==> src/clkgen_cfg_pkg.sv <==
// Purpose: Shared constants for the clock generator configuration bank.
// Assumes: Byte-wide registers at 16-bit byte addresses.
// Notes:   Reset values are plain defaults; none are documented for the bank.
package clkgen_cfg_pkg;

    // ==========================================================
    // Bus widths
    localparam int ADDR_W = 16;
    localparam int DATA_W = 8;

    // ==========================================================
    // Register offsets
    localparam logic [15:0] FIXED_SEQ_ADDRESS_28  = 16'h0856;
    localparam logic [15:0] FIXED_SEQ_VALUE_28    = 16'h0858;
    localparam logic [15:0] FIXED_SEQ_ADDRESS_29  = 16'h0859;
    localparam logic [15:0] FIXED_SEQ_VALUE_29    = 16'h085B;
    localparam logic [15:0] FIXED_SEQ_ADDRESS_30  = 16'h085C;
    localparam logic [15:0] FIXED_SEQ_VALUE_30    = 16'h085E;
    localparam logic [15:0] FIXED_SEQ_ADDRESS_31  = 16'h085F;
    localparam logic [15:0] FIXED_SEQ_VALUE_31    = 16'h0861;
    localparam logic [15:0] FIXED_SEQ_BASE        = 16'h0856;
    localparam logic [15:0] FIXED_SEQ_LAST        = 16'h0861;
    localparam int          FIXED_SEQ_BYTES       = 12;
    localparam logic [15:0] REFERENCE_PIN_CONFIG  = 16'h090E;
    localparam logic [15:0] LOOP_MODE_SELECT      = 16'h091C;
    localparam logic [15:0] IO_LEVEL_CONFIG       = 16'h0943;
    localparam logic [15:0] INPUT_CLOCK_CONTROL   = 16'h0949;
    localparam logic [15:0] INPUT_ROUTING_ENABLE  = 16'h094A;
    localparam logic [15:0] FEEDBACK_RATIO_FLAG   = 16'h095E;
    localparam logic [15:0] DIVIDER_CLOCK_ENABLE  = 16'h0A03;
    localparam logic [15:0] DIVIDER_INTERP_BYPASS = 16'h0A04;

    // ==========================================================
    // Field positions
    localparam int REF_EXT_CLK_BIT  = 0;
    localparam int REF_POWER_BIT    = 1;
    localparam int LOOP_MODE_LSB    = 0;
    localparam int LOOP_MODE_W      = 3;
    localparam int IO_LEVEL_BIT     = 0;
    localparam int IN_EN_LSB        = 0;
    localparam int IN_EN_W          = 4;
    localparam int PULSED_LSB       = 4;
    localparam int ROUTE_LSB        = 4;
    localparam int ROUTE_W          = 3;
    localparam int DIV_W            = 4;

    // ==========================================================
    // Field codes
    localparam logic [2:0] LOOP_ZERO_DELAY = 3'h3;
    localparam logic [2:0] LOOP_NORMAL     = 3'h4;
    localparam logic       IO_LEVEL_1V8    = 1'h0;
    localparam logic       IO_LEVEL_3V3    = 1'h1;

    // ==========================================================
    // Reset values (plain defaults)
    localparam logic [7:0] REF_CFG_RESET    = 8'h02;
    localparam logic [7:0] LOOP_MODE_RESET  = 8'h04;
    localparam logic [7:0] IO_LEVEL_RESET   = 8'h00;
    localparam logic [7:0] IN_CTRL_RESET    = 8'h00;
    localparam logic [7:0] ROUTE_RESET      = 8'h00;
    localparam logic [7:0] RATIO_RESET      = 8'h00;
    localparam logic [7:0] DIV_EN_RESET     = 8'h00;
    localparam logic [7:0] DIV_BYP_RESET    = 8'h00;
    localparam logic [7:0] FIXED_SEQ_RESET  = 8'h00;

    // Decoded loop mode
    typedef enum logic [1:0] {
        LOOP_IS_NORMAL,
        LOOP_IS_ZERO_DELAY,
        LOOP_IS_ILLEGAL
    } loop_mode_t;

endpackage

==> src/cfg_byte_reg.sv <==
// Purpose: One byte-wide configuration register with a writable mask.
// Assumes: Same clock as the register port.
// Notes:   Bits outside the mask hold zero and read as zero.
module cfg_byte_reg #(
    parameter logic [7:0] RESET_VALUE = 8'h00,
    parameter logic [7:0] WRITE_MASK  = 8'hFF
) (
    // Clock and reset
    input  wire logic       clk,
    input  wire logic       rstn,
    // Write port
    input  wire logic       writeStrobe,
    input  wire logic [7:0] writeData,
    // Stored value
    output logic      [7:0] value
);
    logic [7:0] next_value;

    // ==========================================================
    // Next value: take masked data on a write
    always_comb begin
        next_value = value;
        if (writeStrobe) begin
            next_value = writeData & WRITE_MASK;
        end
    end

    // Register
    always_ff @(posedge clk or negedge rstn) begin
        if (!rstn) begin
            value <= RESET_VALUE & WRITE_MASK;
        end else begin
            value <= next_value;
        end
    end
endmodule // cfg_byte_reg

==> src/clock_gen_input_divider_config.sv <==
// Purpose: Configuration bank for reference pins, loop mode, I/O level,
//          input clocks, input routing and output divider clocking.
// Assumes: A serial host front end delivers byte reads and writes on the
//          same clock; addresses are the documented register addresses.
// Notes:   Read data is registered and valid one cycle after the read.
module clock_gen_input_divider_config
    import clkgen_cfg_pkg::*;
#(
    parameter int NUM_DIVIDERS = 4
) (
    // Clock and reset
    clk,
    rstn,
    // Serial host register port
    regAddr,
    regWrite,
    regRead,
    regWriteData,
    regReadData,
    regReadValid,
    regHit,
    // Reference pins
    ref_pin_external_clock_select,
    ref_oscillator_power_on,
    // Loop mode
    loop_mode_field,
    zeroDelayMode,
    normalMode,
    loopModeIllegal,
    // I/O level
    ioLevel3v3,
    // Input clocks
    inputEnables,
    feedbackInputEnable,
    pulsed_single_ended_enables,
    input_to_phase_detector_enables,
    feedbackRatioInteger,
    // Output dividers
    dividerClockEnables,
    interpolator_bypass_bits,
    // Fixed sequence slots
    fixedSeqBytes
);
    import clkgen_cfg_pkg::*;

    // Clock and reset
    input  wire logic                              clk;
    input  wire logic                              rstn;
    // Serial host register port
    input  wire logic [clkgen_cfg_pkg::ADDR_W-1:0] regAddr;
    input  wire logic                              regWrite;
    input  wire logic                              regRead;
    input  wire logic [clkgen_cfg_pkg::DATA_W-1:0] regWriteData;
    output logic      [clkgen_cfg_pkg::DATA_W-1:0] regReadData;
    output logic                                   regReadValid;
    output logic                                   regHit;
    // Reference pins
    output logic                                   ref_pin_external_clock_select;
    output logic                                   ref_oscillator_power_on;
    // Loop mode
    output logic      [2:0]                        loop_mode_field;
    output logic                                   zeroDelayMode;
    output logic                                   normalMode;
    output logic                                   loopModeIllegal;
    // I/O level
    output logic                                   ioLevel3v3;
    // Input clocks
    output logic      [3:0]                        inputEnables;
    output logic                                   feedbackInputEnable;
    output logic      [3:0]                        pulsed_single_ended_enables;
    output logic      [2:0]                        input_to_phase_detector_enables;
    output logic                                   feedbackRatioInteger;
    // Output dividers
    output logic      [NUM_DIVIDERS-1:0]           dividerClockEnables;
    output logic      [NUM_DIVIDERS-1:0]           interpolator_bypass_bits;
    // Fixed sequence slots
    output logic      [8*FIXED_SEQ_BYTES-1:0]      fixedSeqBytes;

    localparam int NREG = 8;
    localparam logic [15:0] REG_ADDR [NREG] = '{
        REFERENCE_PIN_CONFIG, LOOP_MODE_SELECT, IO_LEVEL_CONFIG,
        INPUT_CLOCK_CONTROL, INPUT_ROUTING_ENABLE, FEEDBACK_RATIO_FLAG,
        DIVIDER_CLOCK_ENABLE, DIVIDER_INTERP_BYPASS};
    localparam logic [7:0] REG_RESET [NREG] = '{
        REF_CFG_RESET, LOOP_MODE_RESET, IO_LEVEL_RESET, IN_CTRL_RESET,
        ROUTE_RESET, RATIO_RESET, DIV_EN_RESET, DIV_BYP_RESET};
    localparam logic [7:0] REG_MASK [NREG] = '{
        8'h03, 8'h07, 8'h01, 8'hFF, 8'h70, 8'h01, 8'h0F, 8'h0F};

    logic [7:0]       regValue [NREG];
    logic [7:0]       seqValue [FIXED_SEQ_BYTES];
    logic [NREG-1:0]  regSelect;
    logic [FIXED_SEQ_BYTES-1:0] seqSelect;
    logic             seqHit;
    logic [15:0]      seqOffset;
    logic [7:0]       readMux;
    logic [7:0]       next_regReadData;
    logic             next_regReadValid;
    loop_mode_t       loopMode;

    // ==========================================================
    // Address decode
    always_comb begin
        seqHit    = (regAddr >= FIXED_SEQ_BASE) && (regAddr <= FIXED_SEQ_LAST);
        seqOffset = regAddr - FIXED_SEQ_BASE;
        for (int i = 0; i < NREG; i++) begin
            regSelect[i] = (regAddr == REG_ADDR[i]);
        end
        for (int j = 0; j < FIXED_SEQ_BYTES; j++) begin
            seqSelect[j] = seqHit && (seqOffset == 16'(j));
        end
        regHit = seqHit || (|regSelect);
    end

    // ==========================================================
    // Configuration registers, each storing only its defined bits
    for (genvar g = 0; g < NREG; g++) begin : gCfg
        cfg_byte_reg #(
            .RESET_VALUE (REG_RESET[g]),
            .WRITE_MASK  (REG_MASK[g])
        ) uReg (
            .clk         (clk),
            .rstn        (rstn),
            .writeStrobe (regWrite && regSelect[g]),
            .writeData   (regWriteData),
            .value       (regValue[g])
        );
    end

    // Fixed address/value slots: plain byte storage
    for (genvar s = 0; s < FIXED_SEQ_BYTES; s++) begin : gSeq
        cfg_byte_reg #(
            .RESET_VALUE (FIXED_SEQ_RESET),
            .WRITE_MASK  (8'hFF)
        ) uSeq (
            .clk         (clk),
            .rstn        (rstn),
            .writeStrobe (regWrite && seqSelect[s]),
            .writeData   (regWriteData),
            .value       (seqValue[s])
        );
        assign fixedSeqBytes[8*s +: 8] = seqValue[s];
    end

    // ==========================================================
    // Read-back mux; unmapped addresses read as zero
    always_comb begin
        readMux = 8'h00;
        for (int i = 0; i < NREG; i++) begin
            if (regSelect[i]) begin
                readMux = regValue[i];
            end
        end
        for (int j = 0; j < FIXED_SEQ_BYTES; j++) begin
            if (seqSelect[j]) begin
                readMux = seqValue[j];
            end
        end
        next_regReadData  = regRead ? readMux : regReadData;
        next_regReadValid = regRead;
    end

    // Registered read answer
    always_ff @(posedge clk or negedge rstn) begin
        if (!rstn) begin
            regReadData  <= 8'h00;
            regReadValid <= 1'b0;
        end else begin
            regReadData  <= next_regReadData;
            regReadValid <= next_regReadValid;
        end
    end

    // ==========================================================
    // Reference pin controls
    assign ref_pin_external_clock_select = regValue[0][REF_EXT_CLK_BIT];
    assign ref_oscillator_power_on       = regValue[0][REF_POWER_BIT];

    // ==========================================================
    // Loop mode decode; other codes are a host error and leave both off
    always_comb begin
        unique case (regValue[1][LOOP_MODE_LSB +: LOOP_MODE_W])
            LOOP_ZERO_DELAY: loopMode = LOOP_IS_ZERO_DELAY;
            LOOP_NORMAL:     loopMode = LOOP_IS_NORMAL;
            default:         loopMode = LOOP_IS_ILLEGAL;
        endcase
    end
    assign loop_mode_field = regValue[1][LOOP_MODE_LSB +: LOOP_MODE_W];
    assign zeroDelayMode   = (loopMode == LOOP_IS_ZERO_DELAY);
    assign normalMode      = (loopMode == LOOP_IS_NORMAL);
    assign loopModeIllegal = (loopMode == LOOP_IS_ILLEGAL);

    // ==========================================================
    // I/O level: resets to the core supply (1.8 V) option
    assign ioLevel3v3 = (regValue[2][IO_LEVEL_BIT] == IO_LEVEL_3V3);

    // ==========================================================
    // Input clock enables and routing
    assign inputEnables                    = regValue[3][IN_EN_LSB +: IN_EN_W];
    assign feedbackInputEnable             = regValue[3][IN_EN_LSB + 3];
    assign pulsed_single_ended_enables     = regValue[3][PULSED_LSB +: 4];
    assign input_to_phase_detector_enables = regValue[4][ROUTE_LSB +: ROUTE_W];
    assign feedbackRatioInteger            = regValue[5][0];

    // ==========================================================
    // Output divider clocking and interpolator bypass
    assign dividerClockEnables      = regValue[6][NUM_DIVIDERS-1:0];
    assign interpolator_bypass_bits = regValue[7][NUM_DIVIDERS-1:0];

endmodule // clock_gen_input_divider_config

==> config.mk <==
export PLATFORM = sky130hd
export DESIGN_NAME = clock_gen_input_divider_config
export DESIGN_NICKNAME = d
export VERILOG_FILES = /design/src/clkgen_cfg_pkg.sv /design/src/cfg_byte_reg.sv /design/src/clock_gen_input_divider_config.sv
export SDC_FILE = /design/constraint.sdc
export NUM_CORES = 1
export LEC_CHECK = 0
export BUFFER_PORTS_ARGS = -buffer_cell sky130_fd_sc_hd__buf_2
export CORE_UTILIZATION = 30
export DETAILED_ROUTE_END_ITERATION = 10
export PLACE_DENSITY = 0.57
export SYNTH_ARGS = -nofsm -noshare
export SYNTH_HDL_FRONTEND = slang
export SYNTH_SLANG_ARGS = --single-unit
==> constraint.sdc <==
create_clock -name clk -period 2.15 [get_ports clk]
set_input_delay 0.3225 -clock clk [delete_from_list [all_inputs] [get_ports clk]]
set_output_delay 0.3225 -clock clk [all_outputs]
set_load 0.1 [all_outputs]
==> metrics.yaml, run 1 <==
outcome:
  run_status: "complete, but fails checks"
  failing_checks: "DRC, setup timing"
timing:
  finalHoldViolCount: 0
  final.period_utilization_pct: 112.6
  finalCriticalPeriod_ns: 2.422
  worst_slew_margin_rel_pct: 64.92
  post-route-worst-setup-slack_ns: -0.2715
  fin_tns_setup_ns: -0.4837
  achievable-frequency_mhz: 413.0
  finalClockSkew_ns: 0.01688
  worst_hold_slack_ns: 0.2387
  final_max_slew_viol_count: 0
  tightest_slew_ns: 0.5298
  rsz_0062_raised_after_global_routing: "true"
  setup-violations-final: 6
detailed_routing:
  drt.antenna.violating_nets: 0
  detailedRoute.firstPassIterationCount: 8
  vias: 6263
  drc: 12
  detail_route.wl_per_cell_um: 20.98
  routed_via_density: 5.390
  drt-initial-drc-count: 425
  routed_wl_mm: 24.38
clocking:
  clock_path_buffers: 2
  clk-insertion-delay-late_ns: 0.43
  tritoncts_num_sinks: 131
  cts-buffers-inserted: 17
  tritoncts_clock_tree: "yes"
  path_clk_slew_ns: 0.06
  h_tree_depth: 4
  cts_root_buf: "sky130_fd_sc_hd__clkbuf_16"
global_route:
  grt_max_degree: 47
  grt-ovfl-total: 0
  groute.usage.overall_pct: 21.35
  grt_pass1_wl_mm: 37.38
  grt_antenna_before_repair: 0
  via_count_of_the_first_global_routing_pass: 6140
yosys:
  mappedNetlistArea_mm2: 0.006768
  post_synth.cell_area_avg_um2: 11.26
  synthSimpleGateAreaFrac_pct: 13.31
  synth_nets: 630
  yosys_warnings: 0
  ys_top_cells_by_area: "sky130_fd_sc_hd__dfrtp_1 48%, sky130_fd_sc_hd__mux2_2 20%, sky130_fd_sc_hd__o21ai_0 2.7%"
  synth_enable_flop_cells: 0
  synth_top_cell_by_area: "sky130_fd_sc_hd__dfrtp_1"
  synth.yosys.seq_area_share_pct: 48.47
  synthesized_area_fraction_occupied_by_adder_cells_pct: 0.1849
  async_reset_ff_share_pct: 100.0
  post_synth_xor_area_fraction_pct: 0.1294
  synthCells: 601
  proportion_of_synthesized_area_in_mux_cells_pct: 21.83
  yosys_most_used_dff: "sky130_fd_sc_hd__dfrtp_1"
  ys_types: 69
  dominant_combinational_cell_family_by_area_after_synthesis: "multiplexers"
  synth.top_cell.area_share_pct: 47.70
  ys_seq_elements: 131
  synth-compound-area-share_pct: 12.66
place:
  place_ws_ns: -0.4570
  detailed_place_hpwl_mm: 18.17
  dpl_cells: 1113
  routabilityCongestion: 0.8432
  numPortBuffers: 163
cells_and_area:
  post_layout_nonfiller_instances: 1162
  area_growth_syn_to_layout_pct: 48.01
  layout_cells_sized_above_1_pct: 58.50
  antenna_cells_inserted: 0
  finalNetCount: 898
job:
  max_cap_violations: 0
power_and_ir_drop:
  switchingPower_mw: 1.546
  seq_pwr_share_pct: 41.4
  fin_total_pwr_mw: 5.979
  power.density_mw_per_mm2: 596.9
  power.clock.fraction_pct: 49.7
  power.share.switching_pct: 25.85
  p_int_mw: 4.433
  vdd_ir_drop_max_mv: 0.3897
  power_leakage_nw: 4.955
  power.combinational.fraction_pct: 8.9
floorplanning:
  die_width_um: 152.2
  initial_utilization_pct: 30.82
  design.portCount: 164
  die_area_mm2: 0.02316
  dieHeight_um: 152.2
  coreArea_mm2: 0.02196
  rows: 54
worst_setup_path:
  r2r_slack_ns: 0.25
  setup.worst_path.start: "regAddr[14]"
  setup.worst_path.start_class: "input pin"
  cp_data_arrival_time_ns: 2.10
  setup.worst_path.end_class: "primary output"
  crit_path_max_fanout: 6
  setup.worst_path.class: "input pin to primary output"
  req_time_crit_path_ns: 1.83
  regToRegStartpoint: "gSeq[0].uSeq.value[1]"
min_path:
  holdCritStartpoint: "regRead"
  hold_path.class: "input pin to flop"
-- layout make-up --
class	count	area (µm²)
Clock buffer	19	452.9
Clock inverter	13	145.1
Fill cell	2061	11940
Inverter	11	41.29
Multi-Input combinational cell	418	3751
Sequential cell	131	3287
Tap cell	280	350.3
Timing Repair Buffer	290	1989
-- registers in the layout, indices dropped and copies added (netlist names) --
signal	flops
gCfg.uReg.value	26
gSeq.uSeq.value	96
regReadData	8
regReadValid	1
-- stage by stage --
step,area [µm²],utilization [%]
final,10020,45.62
after global routing,10020,45.62
after CTS,9743,44.37
after detailed placement,9045,41.19
after global placement,9045,41.19
after floorplan,7132,-
-- cells in the final DEF, fill, tap and decap left out, types with 4 or more instances in the layout --
master	Yosys	routed
sky130_fd_sc_hd__o22ai_1	6	5
sky130_fd_sc_hd__nor2b_1	6	6
sky130_fd_sc_hd__mux2_4	0	27
sky130_fd_sc_hd__buf_4	3	102
sky130_fd_sc_hd__o211ai_1	4	4
sky130_fd_sc_hd__clkbuf_16	0	17
sky130_fd_sc_hd__a22oi_1	13	13
sky130_fd_sc_hd__o21ai_1	1	5
sky130_fd_sc_hd__buf_6	2	16
sky130_fd_sc_hd__nand3_4	0	6
sky130_fd_sc_hd__nand4_1	6	6
sky130_fd_sc_hd__nand2_1	34	31
sky130_fd_sc_hd__nor3_1	9	5
sky130_fd_sc_hd__nor4_2	0	8
sky130_fd_sc_hd__nor2_1	25	21
sky130_fd_sc_hd__buf_12	0	11
sky130_fd_sc_hd__dfrtp_1	129	127
sky130_fd_sc_hd__buf_2	7	158
sky130_fd_sc_hd__inv_6	0	6
sky130_fd_sc_hd__a32oi_1	5	4
sky130_fd_sc_hd__mux2i_1	7	7
sky130_fd_sc_hd__a31oi_1	8	6
sky130_fd_sc_hd__mux2_2	121	94
sky130_fd_sc_hd__nand3_1	22	17
sky130_fd_sc_hd__inv_1	9	9
sky130_fd_sc_hd__o21ai_0	36	31
sky130_fd_sc_hd__a21oi_1	27	26
sky130_fd_sc_hd__nor2_4	0	11
-- cell families (layout without fill, tap and decap cells) --
family | Yosys count | in the layout
fa+ha+maj | 1 | 1
mux | 130 | 130
buf+inv | 52 | 333
simple gates | 155 | 155
compound gates | 131 | 131
flops | 131 | 131
xor+xnor | 1 | 1
-- what timing repair did --
action / CTS / global route
gates resized for setup: 11 / 39
pin swaps: 5 / 15
hold endpoints to repair: 27 / 0
buffers inserted: 3 / 13
endpoints found under the setup margin: 8 / 47
hold buffers: 1 / 0
-- power groups by stage --
stage	registers (mW)	clock network, mW	logic [mW]
4_1_cts	2.48	3.02	0.523
6_report	2.48	2.97	0.534
2_1_floorplan	2.56	0	0.198
3_3_place_gp	2.52	0	0.512
5_1_grt	2.47	3.12	0.572
3_5_place_dp	2.52	0	0.514
-- final timing paths --
kind / to / cells past startpoint
min: regReadValid / 2
max reg2reg: regReadData[1] / 7
min reg2reg: gSeq[1].uSeq.value[5] / 1
max in group asynchronous: gCfg[3].uReg.value[4] / 3
max: regHit / 7
min in group asynchronous: gCfg[6].uReg.value[1] / 2
-- synth_stat cells, types with 4 or more instances --
cell type,instances
sky130_fd_sc_hd__a21oi_1,27
sky130_fd_sc_hd__a22oi_1,13
sky130_fd_sc_hd__a31oi_1,8
sky130_fd_sc_hd__a32oi_1,5
sky130_fd_sc_hd__buf_1,9
sky130_fd_sc_hd__buf_2,7
sky130_fd_sc_hd__clkbuf_1,20
sky130_fd_sc_hd__dfrtp_1,129
sky130_fd_sc_hd__inv_1,9
sky130_fd_sc_hd__mux2_2,121
sky130_fd_sc_hd__mux2i_1,7
sky130_fd_sc_hd__nand2_1,34
sky130_fd_sc_hd__nand3_1,22
sky130_fd_sc_hd__nand3_2,4
sky130_fd_sc_hd__nand4_1,6
sky130_fd_sc_hd__nor2_1,25
sky130_fd_sc_hd__nor2_2,7
sky130_fd_sc_hd__nor2b_1,6
sky130_fd_sc_hd__nor3_1,9
sky130_fd_sc_hd__nor4_1,12
sky130_fd_sc_hd__o211ai_1,4
sky130_fd_sc_hd__o21ai_0,36
sky130_fd_sc_hd__o22ai_1,6
-- metal layers --
layer	up-vias	GRT usage (%)	part of all wire (%)
met2	251	33.95	47
met4	0	7.872	2.4
met3	35	4.181	6.0
met1	3172	28.78	45
li1	2805	-	-
met5	-	0	0
-- worst max-delay path, cell delays in order --
cell                        delay (ns)
sky130_fd_sc_hd__buf_6            0.09
sky130_fd_sc_hd__or4b_4           0.58
sky130_fd_sc_hd__or4_4            0.58
sky130_fd_sc_hd__o21bai_4         0.17
sky130_fd_sc_hd__a2111oi_4        0.06
sky130_fd_sc_hd__nand3_4          0.12
sky130_fd_sc_hd__buf_12           0.17
(Power assumes the default switching activity.)
==> run 2: changes to the inputs <==
--- a/config.mk
+++ b/config.mk
@@ -8,7 +8,8 @@
 export BUFFER_PORTS_ARGS = -buffer_cell sky130_fd_sc_hd__buf_2
 export CORE_UTILIZATION = 30
 export DETAILED_ROUTE_END_ITERATION = 10
-export PLACE_DENSITY = 0.57
+export PLACE_DENSITY = 0.56
 export SYNTH_ARGS = -nofsm -noshare
 export SYNTH_HDL_FRONTEND = slang
+export SYNTH_HIERARCHICAL = 1
 export SYNTH_SLANG_ARGS = --single-unit
==> run 2 against run 1 <==
Compared with the run above:
- the flow finishes with violations (setup timing)
- sequential cell count is the same
- non-clock buffer count rose by 15
- utilization shrank 3.0 points
- global-route usage decreased by 0.38 points
- clock skew shrank 0.0090 ns
- register-to-register slack better by 0.03 ns
- cell count up 12%
- final area increased by 7.7%
- clock power about the same
- total power is 1.4% higher
- synthesized cell count is 13% higher
- largest power group unchanged
==> metrics.yaml, run 2 <==
place:
  dpl_cells: 1250  # was 1,113
  numPortBuffers: 163  # unchanged
  detailed_place_hpwl_mm: 20.33  # was 18.17 mm
  routabilityCongestion: 0.8835  # was 0.8432
detailed_routing:
  drc: 0  # was 12
  drt-initial-drc-count: 352  # was 425
  route.met3.wl_mm: 1.602  # was 1.468 mm
  wl_met1_mm: 12.95  # was 10.91 mm
  drt.antenna.violating_nets: 0  # unchanged
  detailedRoute.firstPassIterationCount: 5  # was 8
  dr.max_layer_used: "met4"  # unchanged
  routed_via_density: 5.036  # was 5.390
  routed_wl_mm: 27.88  # was 24.38 mm
  detail_route.wl_per_cell_um: 21.47  # was 20.98 µm
  vias: 6542  # was 6,263
  wl_met2_mm: 12.88  # was 11.41 mm
global_route:
  groute.usage.overall_pct: 20.97  # was 21.35%
  grt_antenna_before_repair: 0  # unchanged
  grt_max_degree: 41  # was 47
  via_count_of_the_first_global_routing_pass: 6453  # was 6,140
  grt-ovfl-total: 0  # unchanged
  grt_pass1_wl_mm: 40.73  # was 37.38 mm
worst_setup_path:
  setup.worst_path.end_class: "flop"  # was primary output
  crit_slowest_cell: "sky130_fd_sc_hd__or4b_4"  # unchanged
  setup.worst_path.start: "regAddr[2]"  # was regAddr[14]
  cp_data_arrival_time_ns: 2.59  # was 2.10 ns
  path_common_cell: "sky130_fd_sc_hd__o211ai_1"
  regToRegStartpoint: "gSeq[1].uSeq/value[5]"  # was gSeq[0].uSeq.value[1]
  req_time_crit_path_ns: 2.45  # was 1.83 ns
  crit_path_max_fanout: 7  # was 6
  r2r_slack_ns: 0.28  # was 0.25 ns
  worst_path_dominant_cell_family: "compound AO/OA/AOI/OAI gates"  # was simple AND/OR/NAND/NOR gates
  setup.worst_path.class: "input pin to flop"  # was input pin to primary output
  r2r_cells: 5  # was 7
  critPathMaxStageDelay_ns: 0.49  # was 0.58 ns
  rr_endpoint: "regReadData[5]"  # was regReadData[1]
  setup.worst_path.start_class: "input pin"  # unchanged
  critical_path_buf_inv_count: 2  # unchanged
  worst_setup_path_endpoint: "regReadData[7]"  # was regHit
  cells_along_the_critical_path: "buf_2 > or4b_4 > o22ai_2 > o211ai_1 > nor3_4 > buf_6 > nand2_1 > o211ai_1 > a31oi_1 > o21bai_1"  # was buf_6 > or4b_4 > or4_4 > o21bai_4 > a2111oi_4 > nand3_4 > buf_12
  critical_path_cell_count: 10  # was 7
timing:
  achievable-frequency_mhz: 436.9  # was 413.0 MHz
  finalCriticalPeriod_ns: 2.289  # was 2.422 ns
  setup-violations-final: 30  # was 6
  post-route-worst-setup-slack_ns: -0.1388  # was -0.2715 ns
  finalClockSkew_ns: 0.007871  # was 0.01688 ns
  rsz_0062_raised_after_global_routing: "true"  # unchanged
  tightest_slew_ns: 0.5695  # was 0.5298 ns
  final.period_utilization_pct: 106.5  # was 112.6%
  final_max_slew_viol_count: 0  # unchanged
  fin_tns_setup_ns: -1.773  # was -0.4837 ns
  finalHoldViolCount: 0  # unchanged
  worst_slew_margin_rel_pct: 61.64  # was 64.92%
cells_and_area:
  largestRegisters: "gSeq.uSeq/value x96, gCfg.uReg/value x26, regReadData x8"  # was gSeq.uSeq.value x96, gCfg.uReg.value x26, regReadData x8
  layout_cells_sized_above_1_pct: 53.77  # was 58.50%
  layout_commonest_cell: "sky130_fd_sc_hd__buf_2"  # unchanged
  post_layout_nonfiller_instances: 1299  # was 1,162
  post-route-util_pct: 42.61  # was 45.62%
  multi_input_gate_area_mm2: 0.004335  # was 0.003751 mm²
  fillerInstances: 2458  # was 2,061
  highest_count_cells_in_the_layout_ignoring_fill_and_taps: "155 x sky130_fd_sc_hd__buf_2, 129 x sky130_fd_sc_hd__dfrtp_1, 117 x sky130_fd_sc_hd__buf_4, 106 x sky130_fd_sc_hd__mux2_4, 40 x sky130_fd_sc_hd__nor2_1"  # was 158 x sky130_fd_sc_hd__buf_2, 127 x sky130_fd_sc_hd__dfrtp_1, 102 x sky130_fd_sc_hd__buf_4, 94 x sky130_fd_sc_hd__mux2_2
  largest_reg_flops: 96  # unchanged
  max_flop_register: "gSeq.uSeq/value"  # was gSeq.uSeq.value
  seqCellArea_mm2: 0.003284  # was 0.003287 mm²
  antenna_cells_inserted: 0  # unchanged
  finalNetCount: 985  # was 898
  area_growth_syn_to_layout_pct: 38.27  # was 48.01%
yosys:
  yosys_most_used_dff: "sky130_fd_sc_hd__dfrtp_1"  # unchanged
  async_reset_ff_share_pct: 100.0  # unchanged
  synth.top_cell.area_share_pct: 41.36  # was 47.70%
  ys_top_cells_by_area: "sky130_fd_sc_hd__dfrtp_1 41%, sky130_fd_sc_hd__mux2_4 20%, sky130_fd_sc_hd__buf_4 4.0%"  # was sky130_fd_sc_hd__dfrtp_1 48%, sky130_fd_sc_hd__mux2_2 20%, sky130_fd_sc_hd__o21ai_0 2.7%
  synth.yosys.seq_area_share_pct: 42.03  # was 48.47%
  mappedNetlistArea_mm2: 0.007805  # was 0.006768 mm²
  synth_top_cell_by_area: "sky130_fd_sc_hd__dfrtp_1"  # unchanged
  synthCells: 682  # was 601
  ys_seq_elements: 131  # unchanged
  synthMostInstantiatedCell: "sky130_fd_sc_hd__dfrtp_1"  # unchanged
  yosys-top-cells-count: "129 x sky130_fd_sc_hd__dfrtp_1, 106 x sky130_fd_sc_hd__mux2_4, 55 x sky130_fd_sc_hd__nor2_1"  # was 129 x sky130_fd_sc_hd__dfrtp_1, 121 x sky130_fd_sc_hd__mux2_2, 36 x sky130_fd_sc_hd__o21ai_0
  post_synth.cell_area_avg_um2: 11.44  # was 11.26 µm²
  yosys_warnings: 6  # was 0
  synth_enable_flop_cells: 0  # unchanged
  ys_types: 76  # was 69
floorplanning:
  rows: 58  # was 54
  coreArea_mm2: 0.02533  # was 0.02196 mm²
  initial_utilization_pct: 30.82  # about the same
  dieHeight_um: 163.3  # was 152.2 µm
  die_width_um: 163.3  # was 152.2 µm
  die_area_mm2: 0.02667  # was 0.02316 mm²
  design.portCount: 164  # unchanged
power_and_ir_drop:
  power_leakage_nw: 5.443  # was 4.955 nW
  vdd_ir_drop_max_mv: 0.4163  # was 0.3897 mV
  power.density_mw_per_mm2: 561.6  # was 596.9 mW/mm²
clocking:
  tritoncts_num_sinks: 131  # unchanged
  cts_root_buf: "sky130_fd_sc_hd__clkbuf_16"  # unchanged
  h_tree_depth: 4  # unchanged
  path_clk_slew_ns: 0.06  # about the same
  tritoncts_clock_tree: "yes"  # unchanged
  clk-insertion-delay-late_ns: 0.42  # was 0.43 ns
  cts-buffers-inserted: 17  # unchanged
  clock_path_buffers: 2  # unchanged
job:
  max_cap_violations: 0  # unchanged
min_path:
  holdCritStartpoint: "regRead"  # unchanged
  hold_path.class: "input pin to flop"  # unchanged
outcome:
  run_status: "complete, but fails checks"  # unchanged
  failing_checks: "setup timing"  # was DRC, setup timing
run 2: cell types whose count changed after synthesis, sizes merged, moves of 5 or more:
| cell | before | now |
|---|---|---|
| buf | 21 | 64 |
| nor2 | 32 | 56 |
| nand3 | 26 | 12 |
| o21ai | 37 | 25 |
| and3 | 1 | 10 |
| and2 | 2 | 10 |
| conb | 0 | 7 |
| nor3 | 10 | 17 |
| nor4 | 13 | 7 |
| a222oi | 0 | 5 |
| a22o | 3 | 8 |
| mux2i | 7 | 12 |
run 2: layout make-up:
class	count	share of cell area (%)
multi-input combinational	490	40.17
clock inverter	10	1.125
inverter	11	0.3826
clock buffer	22	4.487
tap	330	3.826
sequential	131	30.43
timing repair buffer	305	19.57
run 2: stage by stage:
step	hold slack, ns	area, µm²	total power [mW]	worst slack [ns]
6_report	0.2097	10790	6.061	-0.1388
5_1_grt	0.1949	10790	6.261	-0.1887
4_1_cts	0.1848	10500	6.062	-0.1021
3_5_place_dp	0.3566	9687	3.051	-0.6502
3_3_place_gp	0.3483	9687	3.049	-0.6254
2_1_floorplan	0.02691	8008	2.798	-0.3251
run 2: worst min path at each step:
stage / slack (ns) / cells past startpoint / end
2_1_floorplan: 0.03 / 0 / gCfg[0].uReg/value[0]
3_3_place_gp: 0.35 / 1 / gSeq[8].uSeq/value[2]
3_5_place_dp: 0.36 / 1 / gSeq[8].uSeq/value[2]
4_1_cts: 0.18 / 1 / regReadValid
5_1_grt: 0.19 / 1 / regReadValid
6_report: 0.21 / 1 / regReadValid
run 2: power by group:
group | total, mW | leakage [nW] | internal (mW) | switching, mW
Combinational | 0.592 | 3.33 | 0.195 | 0.396
Clock | 2.99 | 0.297 | 1.84 | 1.15
Sequential | 2.48 | 1.82 | 2.47 | 0.00470
run 2: kinds of logic (layout without fill, tap and decap cells):
family / count (synthesis) / after routing / share of synthesized area, %
other: 7 / 38 / 0.3367
multiplexers: 140 / 140 / 25.54
buffers and inverters: 92 / 348 / 7.887
adder cells (fa/ha/maj): 1 / 1 / 0.1603
AND/OR/NAND/NOR: 170 / 170 / 11.62
AO/OA/AOI/OAI: 139 / 139 / 12.20
flip-flops: 131 / 131 / 42.03
XOR/XNOR: 2 / 2 / 0.2245
run 2: worst register-to-register path, stage by stage, from the launching register on:
cell and delay, ns:
sky130_fd_sc_hd__dfrtp_1 0.40, sky130_fd_sc_hd__mux4_2 0.55, sky130_fd_sc_hd__a222oi_1 0.33, sky130_fd_sc_hd__o211ai_1 0.16, sky130_fd_sc_hd__o21ai_1 0.21, sky130_fd_sc_hd__o21ai_1 0.10
run 2: metal layers:
metal,track usage (%),vias to the layer above
met4,5.438,0
met2,32.43,232
met1,29.32,3317
met3,4.647,27
met5,0,-
li1,-,2966
run 2: what timing repair did:
action,in CTS,in global routing
cloned,0,0
pin swaps,15,26
hold endpoints to repair,35,0
resized for setup,33,53
hold buffers,1,0
setup endpoints to repair,35,90
buffers inserted,10,9
==> run 3: changes to the inputs <==
--- a/config.mk
+++ b/config.mk
@@ -5,6 +5,7 @@
 export SDC_FILE = /design/constraint.sdc
 export NUM_CORES = 1
 export LEC_CHECK = 0
+export ABC_AREA = 1
 export BUFFER_PORTS_ARGS = -buffer_cell sky130_fd_sc_hd__buf_2
 export CORE_UTILIZATION = 30
 export DETAILED_ROUTE_END_ITERATION = 10
==> run 3 against run 2 <==
Compared with the run above:
- the flow still finishes with violations (setup timing)
- worst hold slack got worse by 0.072 ns
- critical path depth increased by 13
- via count increased by 26%
- routed wire length increased by 0.83%
- die area increased by 0.98%
- count of clock-buffer cells in the layout decreased by 1
- cell count increased by 39%
- critical path type unchanged
- largest cell class unchanged
- highest routed layer unchanged
==> metrics.yaml, run 3 <==
yosys:
  yosys_warnings: 6  # unchanged
  ys_seq_elements: 131  # unchanged
  yosys-top-cells-count: "569 x sky130_fd_sc_hd__nand2_1, 129 x sky130_fd_sc_hd__dfrtp_1, 115 x sky130_fd_sc_hd__nor2_1"  # was 129 x sky130_fd_sc_hd__dfrtp_1, 106 x sky130_fd_sc_hd__mux2_4, 55 x sky130_fd_sc_hd__nor2_1
  synth.top_cell.area_share_pct: 40.95  # was 41.36%
  mappedNetlistArea_mm2: 0.007883  # was 0.007805 mm²
  synth.yosys.seq_area_share_pct: 41.62  # was 42.03%
  yosys_most_used_dff: "sky130_fd_sc_hd__dfrtp_1"  # unchanged
  synth_enable_flop_cells: 0  # unchanged
  async_reset_ff_share_pct: 100.0  # unchanged
  synthMostInstantiatedCell: "sky130_fd_sc_hd__nand2_1"  # was sky130_fd_sc_hd__dfrtp_1
  synthCells: 1165  # was 682
  synth_top_cell_by_area: "sky130_fd_sc_hd__dfrtp_1"  # unchanged
  ys_top_cells_by_area: "sky130_fd_sc_hd__dfrtp_1 41%, sky130_fd_sc_hd__nand2_1 27%, sky130_fd_sc_hd__nor2_1 5.5%"  # was sky130_fd_sc_hd__dfrtp_1 41%, sky130_fd_sc_hd__mux2_4 20%, sky130_fd_sc_hd__buf_4 4.0%
  ys_types: 34  # was 76
  post_synth.cell_area_avg_um2: 6.766  # was 11.44 µm²
cells_and_area:
  largest_reg_flops: 96  # unchanged
  finalNetCount: 1496  # was 985
  max_flop_register: "gSeq.uSeq/value"  # unchanged
  layout_cells_sized_above_1_pct: 32.41  # was 53.77%
  antenna_cells_inserted: 0  # unchanged
  layout_commonest_cell: "sky130_fd_sc_hd__nand2_1"  # was sky130_fd_sc_hd__buf_2
  largestRegisters: "gSeq.uSeq/value x96, gCfg.uReg/value x26, regReadData x8"  # unchanged
  highest_count_cells_in_the_layout_ignoring_fill_and_taps: "549 x sky130_fd_sc_hd__nand2_1, 151 x sky130_fd_sc_hd__buf_2, 141 x sky130_fd_sc_hd__buf_4, 128 x sky130_fd_sc_hd__dfrtp_1, 93 x sky130_fd_sc_hd__nor2_1"  # was 155 x sky130_fd_sc_hd__buf_2, 129 x sky130_fd_sc_hd__dfrtp_1, 117 x sky130_fd_sc_hd__buf_4, 106 x sky130_fd_sc_hd__mux2_4, 40 x sky130_fd_sc_hd__nor2_1
  area_growth_syn_to_layout_pct: 39.21  # was 38.27%
  fillerInstances: 2658  # was 2,458
detailed_routing:
  drt.antenna.violating_nets: 0  # unchanged
  detail_route.wl_per_cell_um: 15.55  # was 21.47 µm
  routed_wl_mm: 28.12  # was 27.88 mm
  drt-initial-drc-count: 610  # was 352
  detailedRoute.firstPassIterationCount: 5  # unchanged
  drc: 0  # unchanged
  routed_via_density: 4.546  # was 5.036
  vias: 8220  # was 6,542
timing:
  rsz_0062_raised_after_global_routing: "true"  # unchanged
  final_max_slew_viol_count: 0  # unchanged
  finalHoldViolCount: 0  # unchanged
  setup-violations-final: 8  # was 30
  fin_tns_setup_ns: -0.5817  # was -1.773 ns
  final.period_utilization_pct: 108.2  # was 106.5%
  tightest_slew_ns: 0.8146  # was 0.5695 ns
  worst_slew_margin_rel_pct: 45.63  # was 61.64%
  finalClockSkew_ns: 0.01143  # was 0.007871 ns
  achievable-frequency_mhz: 429.8  # was 436.9 MHz
  post-route-worst-setup-slack_ns: -0.1765  # was -0.1388 ns
  worst_hold_slack_ns: 0.1380  # was 0.2097 ns
  finalCriticalPeriod_ns: 2.327  # was 2.289 ns
worst_setup_path:
  cells_along_the_critical_path: "buf_2 > buf_4 > nor2_4 > nand2_2 > nand3b_1 > nand2_1 > nand2_1 > nand2_1 > nor2_2 > nand2_2 > nor2_8 > buf_12 > buf_6 > nand4_1 > nand2_1 > nor2_2 > nand4_1 > nor2_1 > nand4_1 > nor2_1 > nand3_1 > nand2_1 > nand2_1"  # was buf_2 > or4b_4 > o22ai_2 > o211ai_1 > nor3_4 > buf_6 > nand2_1 > o211ai_1 > a31oi_1 > o21bai_1
  r2r_slack_ns: 0.06  # was 0.28 ns
  path_common_cell: "sky130_fd_sc_hd__nand2_1"  # was sky130_fd_sc_hd__o211ai_1
  cp_data_arrival_time_ns: 2.64  # was 2.59 ns
  crit_path_max_fanout: 6  # was 7
  setup.worst_path.class: "input pin to flop"  # unchanged
  critPathMaxStageDelay_ns: 0.18  # was 0.49 ns
  req_time_crit_path_ns: 2.46  # was 2.45 ns
  r2r_cells: 14  # was 5
  rr_endpoint: "regReadData[0]"  # was regReadData[5]
  setup.worst_path.end_class: "flop"  # unchanged
  crit_slowest_cell: "sky130_fd_sc_hd__nand3b_1"  # was sky130_fd_sc_hd__or4b_4
  setup.worst_path.start_class: "input pin"  # unchanged
  regToRegStartpoint: "gCfg[0].uReg/value[0]"  # was gSeq[1].uSeq/value[5]
clocking:
  cts-buffers-inserted: 17  # unchanged
  tritoncts_clock_tree: "yes"  # unchanged
  clk-insertion-delay-late_ns: 0.42  # about the same
  h_tree_depth: 4  # unchanged
  tritoncts_num_sinks: 131  # unchanged
  cts_root_buf: "sky130_fd_sc_hd__clkbuf_16"  # unchanged
  path_clk_slew_ns: 0.06  # about the same
  clock_path_buffers: 2  # unchanged
floorplanning:
  coreArea_mm2: 0.02547  # was 0.02533 mm²
  initial_utilization_pct: 30.95  # was 30.82%
  die_area_mm2: 0.02693  # was 0.02667 mm²
  design.portCount: 164  # unchanged
  dieHeight_um: 164.1  # was 163.3 µm
  rows: 58  # unchanged
  die_width_um: 164.1  # was 163.3 µm
min_path:
  sink_of_the_worst_hold_path: "regReadValid"  # unchanged
  holdCritStartpoint: "regRead"  # unchanged
  hold_path.class: "input pin to flop"  # unchanged
  whs_path_depth: 1  # unchanged
global_route:
  grt_max_degree: 66  # was 41
  via_count_of_the_first_global_routing_pass: 7563  # was 6,453
  groute.usage.overall_pct: 21.38  # was 20.97%
  grt-ovfl-total: 0  # unchanged
  grt_antenna_before_repair: 0  # unchanged
  grt_pass1_wl_mm: 43.35  # was 40.73 mm
outcome:
  run_status: "complete, but fails checks"  # unchanged
  failing_checks: "setup timing"  # unchanged
job:
  max_cap_violations: 0  # unchanged
power_and_ir_drop:
  power.density_mw_per_mm2: 527.3  # was 561.6 mW/mm²
  fin_total_pwr_mw: 5.786  # was 6.061 mW
  power_leakage_nw: 6.150  # was 5.443 nW
  vdd_ir_drop_max_mv: 0.4839  # was 0.4163 mV
place:
  detailed_place_hpwl_mm: 21.38  # was 20.33 mm
  numPortBuffers: 163  # unchanged
  routabilityCongestion: 0.9090  # was 0.8835
## run 3: cell types whose count changed after synthesis, sizes merged, moves of 10 or more
cell,change
inv,+92
mux2,-125
o21ai,-18
nor2,+76
nand3,+51
o22ai,-10
a22oi,-13
clkbuf,-15
mux2i,-12
nand4,+34
nand2,+548
a21oi,-18
and3,-10
## run 3: critical path, delay by kind of cell
kind / cells / cell delay (ns)
buffers and inverters: 4 / 0.50
AND/OR/NAND/NOR: 19 / 1.81
## run 3: how the worst max path moves through the flow
stage | start | end
6_report | regAddr[12] | regReadData[1]
5_1_grt | regAddr[1] | regReadData[1]
4_1_cts | regAddr[2] | regReadData[3]
3_5_place_dp | regAddr[1] | regReadData[3]
3_3_place_gp | regAddr[1] | regReadData[3]
2_1_floorplan | gCfg[1].uReg/value[2] | loopModeIllegal
## run 3: final cells by class
type                    instances  area (µm²)  share of cell area [%]
flip-flops and latches        131        3286                   29.94
inverters                     103       399.1                   3.637
well taps                     330       412.9                   3.763
multi-input cells             898        4154                   37.86
repair buffers                316        2162                   19.70
clock buffers                  21       450.4                   4.105
clock inverters                 9       108.9                  0.9920
## run 3: routing by layer
layer,up-vias,track usage [%],routed length (µm)
li1,4141,-,-
met1,3803,32.47,14010
met2,256,31.03,12120
met3,20,3.838,1705
met4,0,4.840,273
met5,-,0,0
## run 3: logic make-up (layout without fill, tap and decap cells)
family / count (synthesis) / count (layout) / synth area share [%]
flip-flops: 131 / 131 / 41.62
XOR/XNOR: 1 / 1 / 0.1111
AND/OR/NAND/NOR: 838 / 838 / 44.83
other: 7 / 38 / 0.3334
adder cells (fa/ha/maj): 1 / 1 / 0.1587
AO/OA/AOI/OAI: 20 / 20 / 1.349
buffers and inverters: 167 / 449 / 11.60
## run 3: power by group
part / switching [mW] / leakage (nW) / total [mW] / internal (mW)
Clock: 1.09 / 0.273 / 2.81 / 1.72
Sequential: 0.000471 / 1.82 / 2.47 / 2.47
Combinational: 0.336 / 4.06 / 0.507 / 0.171
Total: 1.43 / 6.15 / 5.79 / 4.36
## run 3: through the flow
step           util [%]  instance area [µm²]  setup WS (ns)  std cells
2_1_floorplan         -                 8033        -0.4927       1196
3_3_place_gp      38.76                 9872        -0.6477       1762
3_5_place_dp      38.76                 9872        -0.6527       1762
4_1_cts           41.91                10680        -0.1163       1800
5_1_grt           43.08                10970        -0.3339       1808
6_report          43.08                10970        -0.1765       1808
## run 3: timing repair
item	4_1_cts	5_1_grt
hold buffers	1	0
buffers inserted	7	8
gates resized for setup	55	68
endpoints found under the setup margin	18	95
endpoints found under the hold margin	11	0
pin swaps	40	60
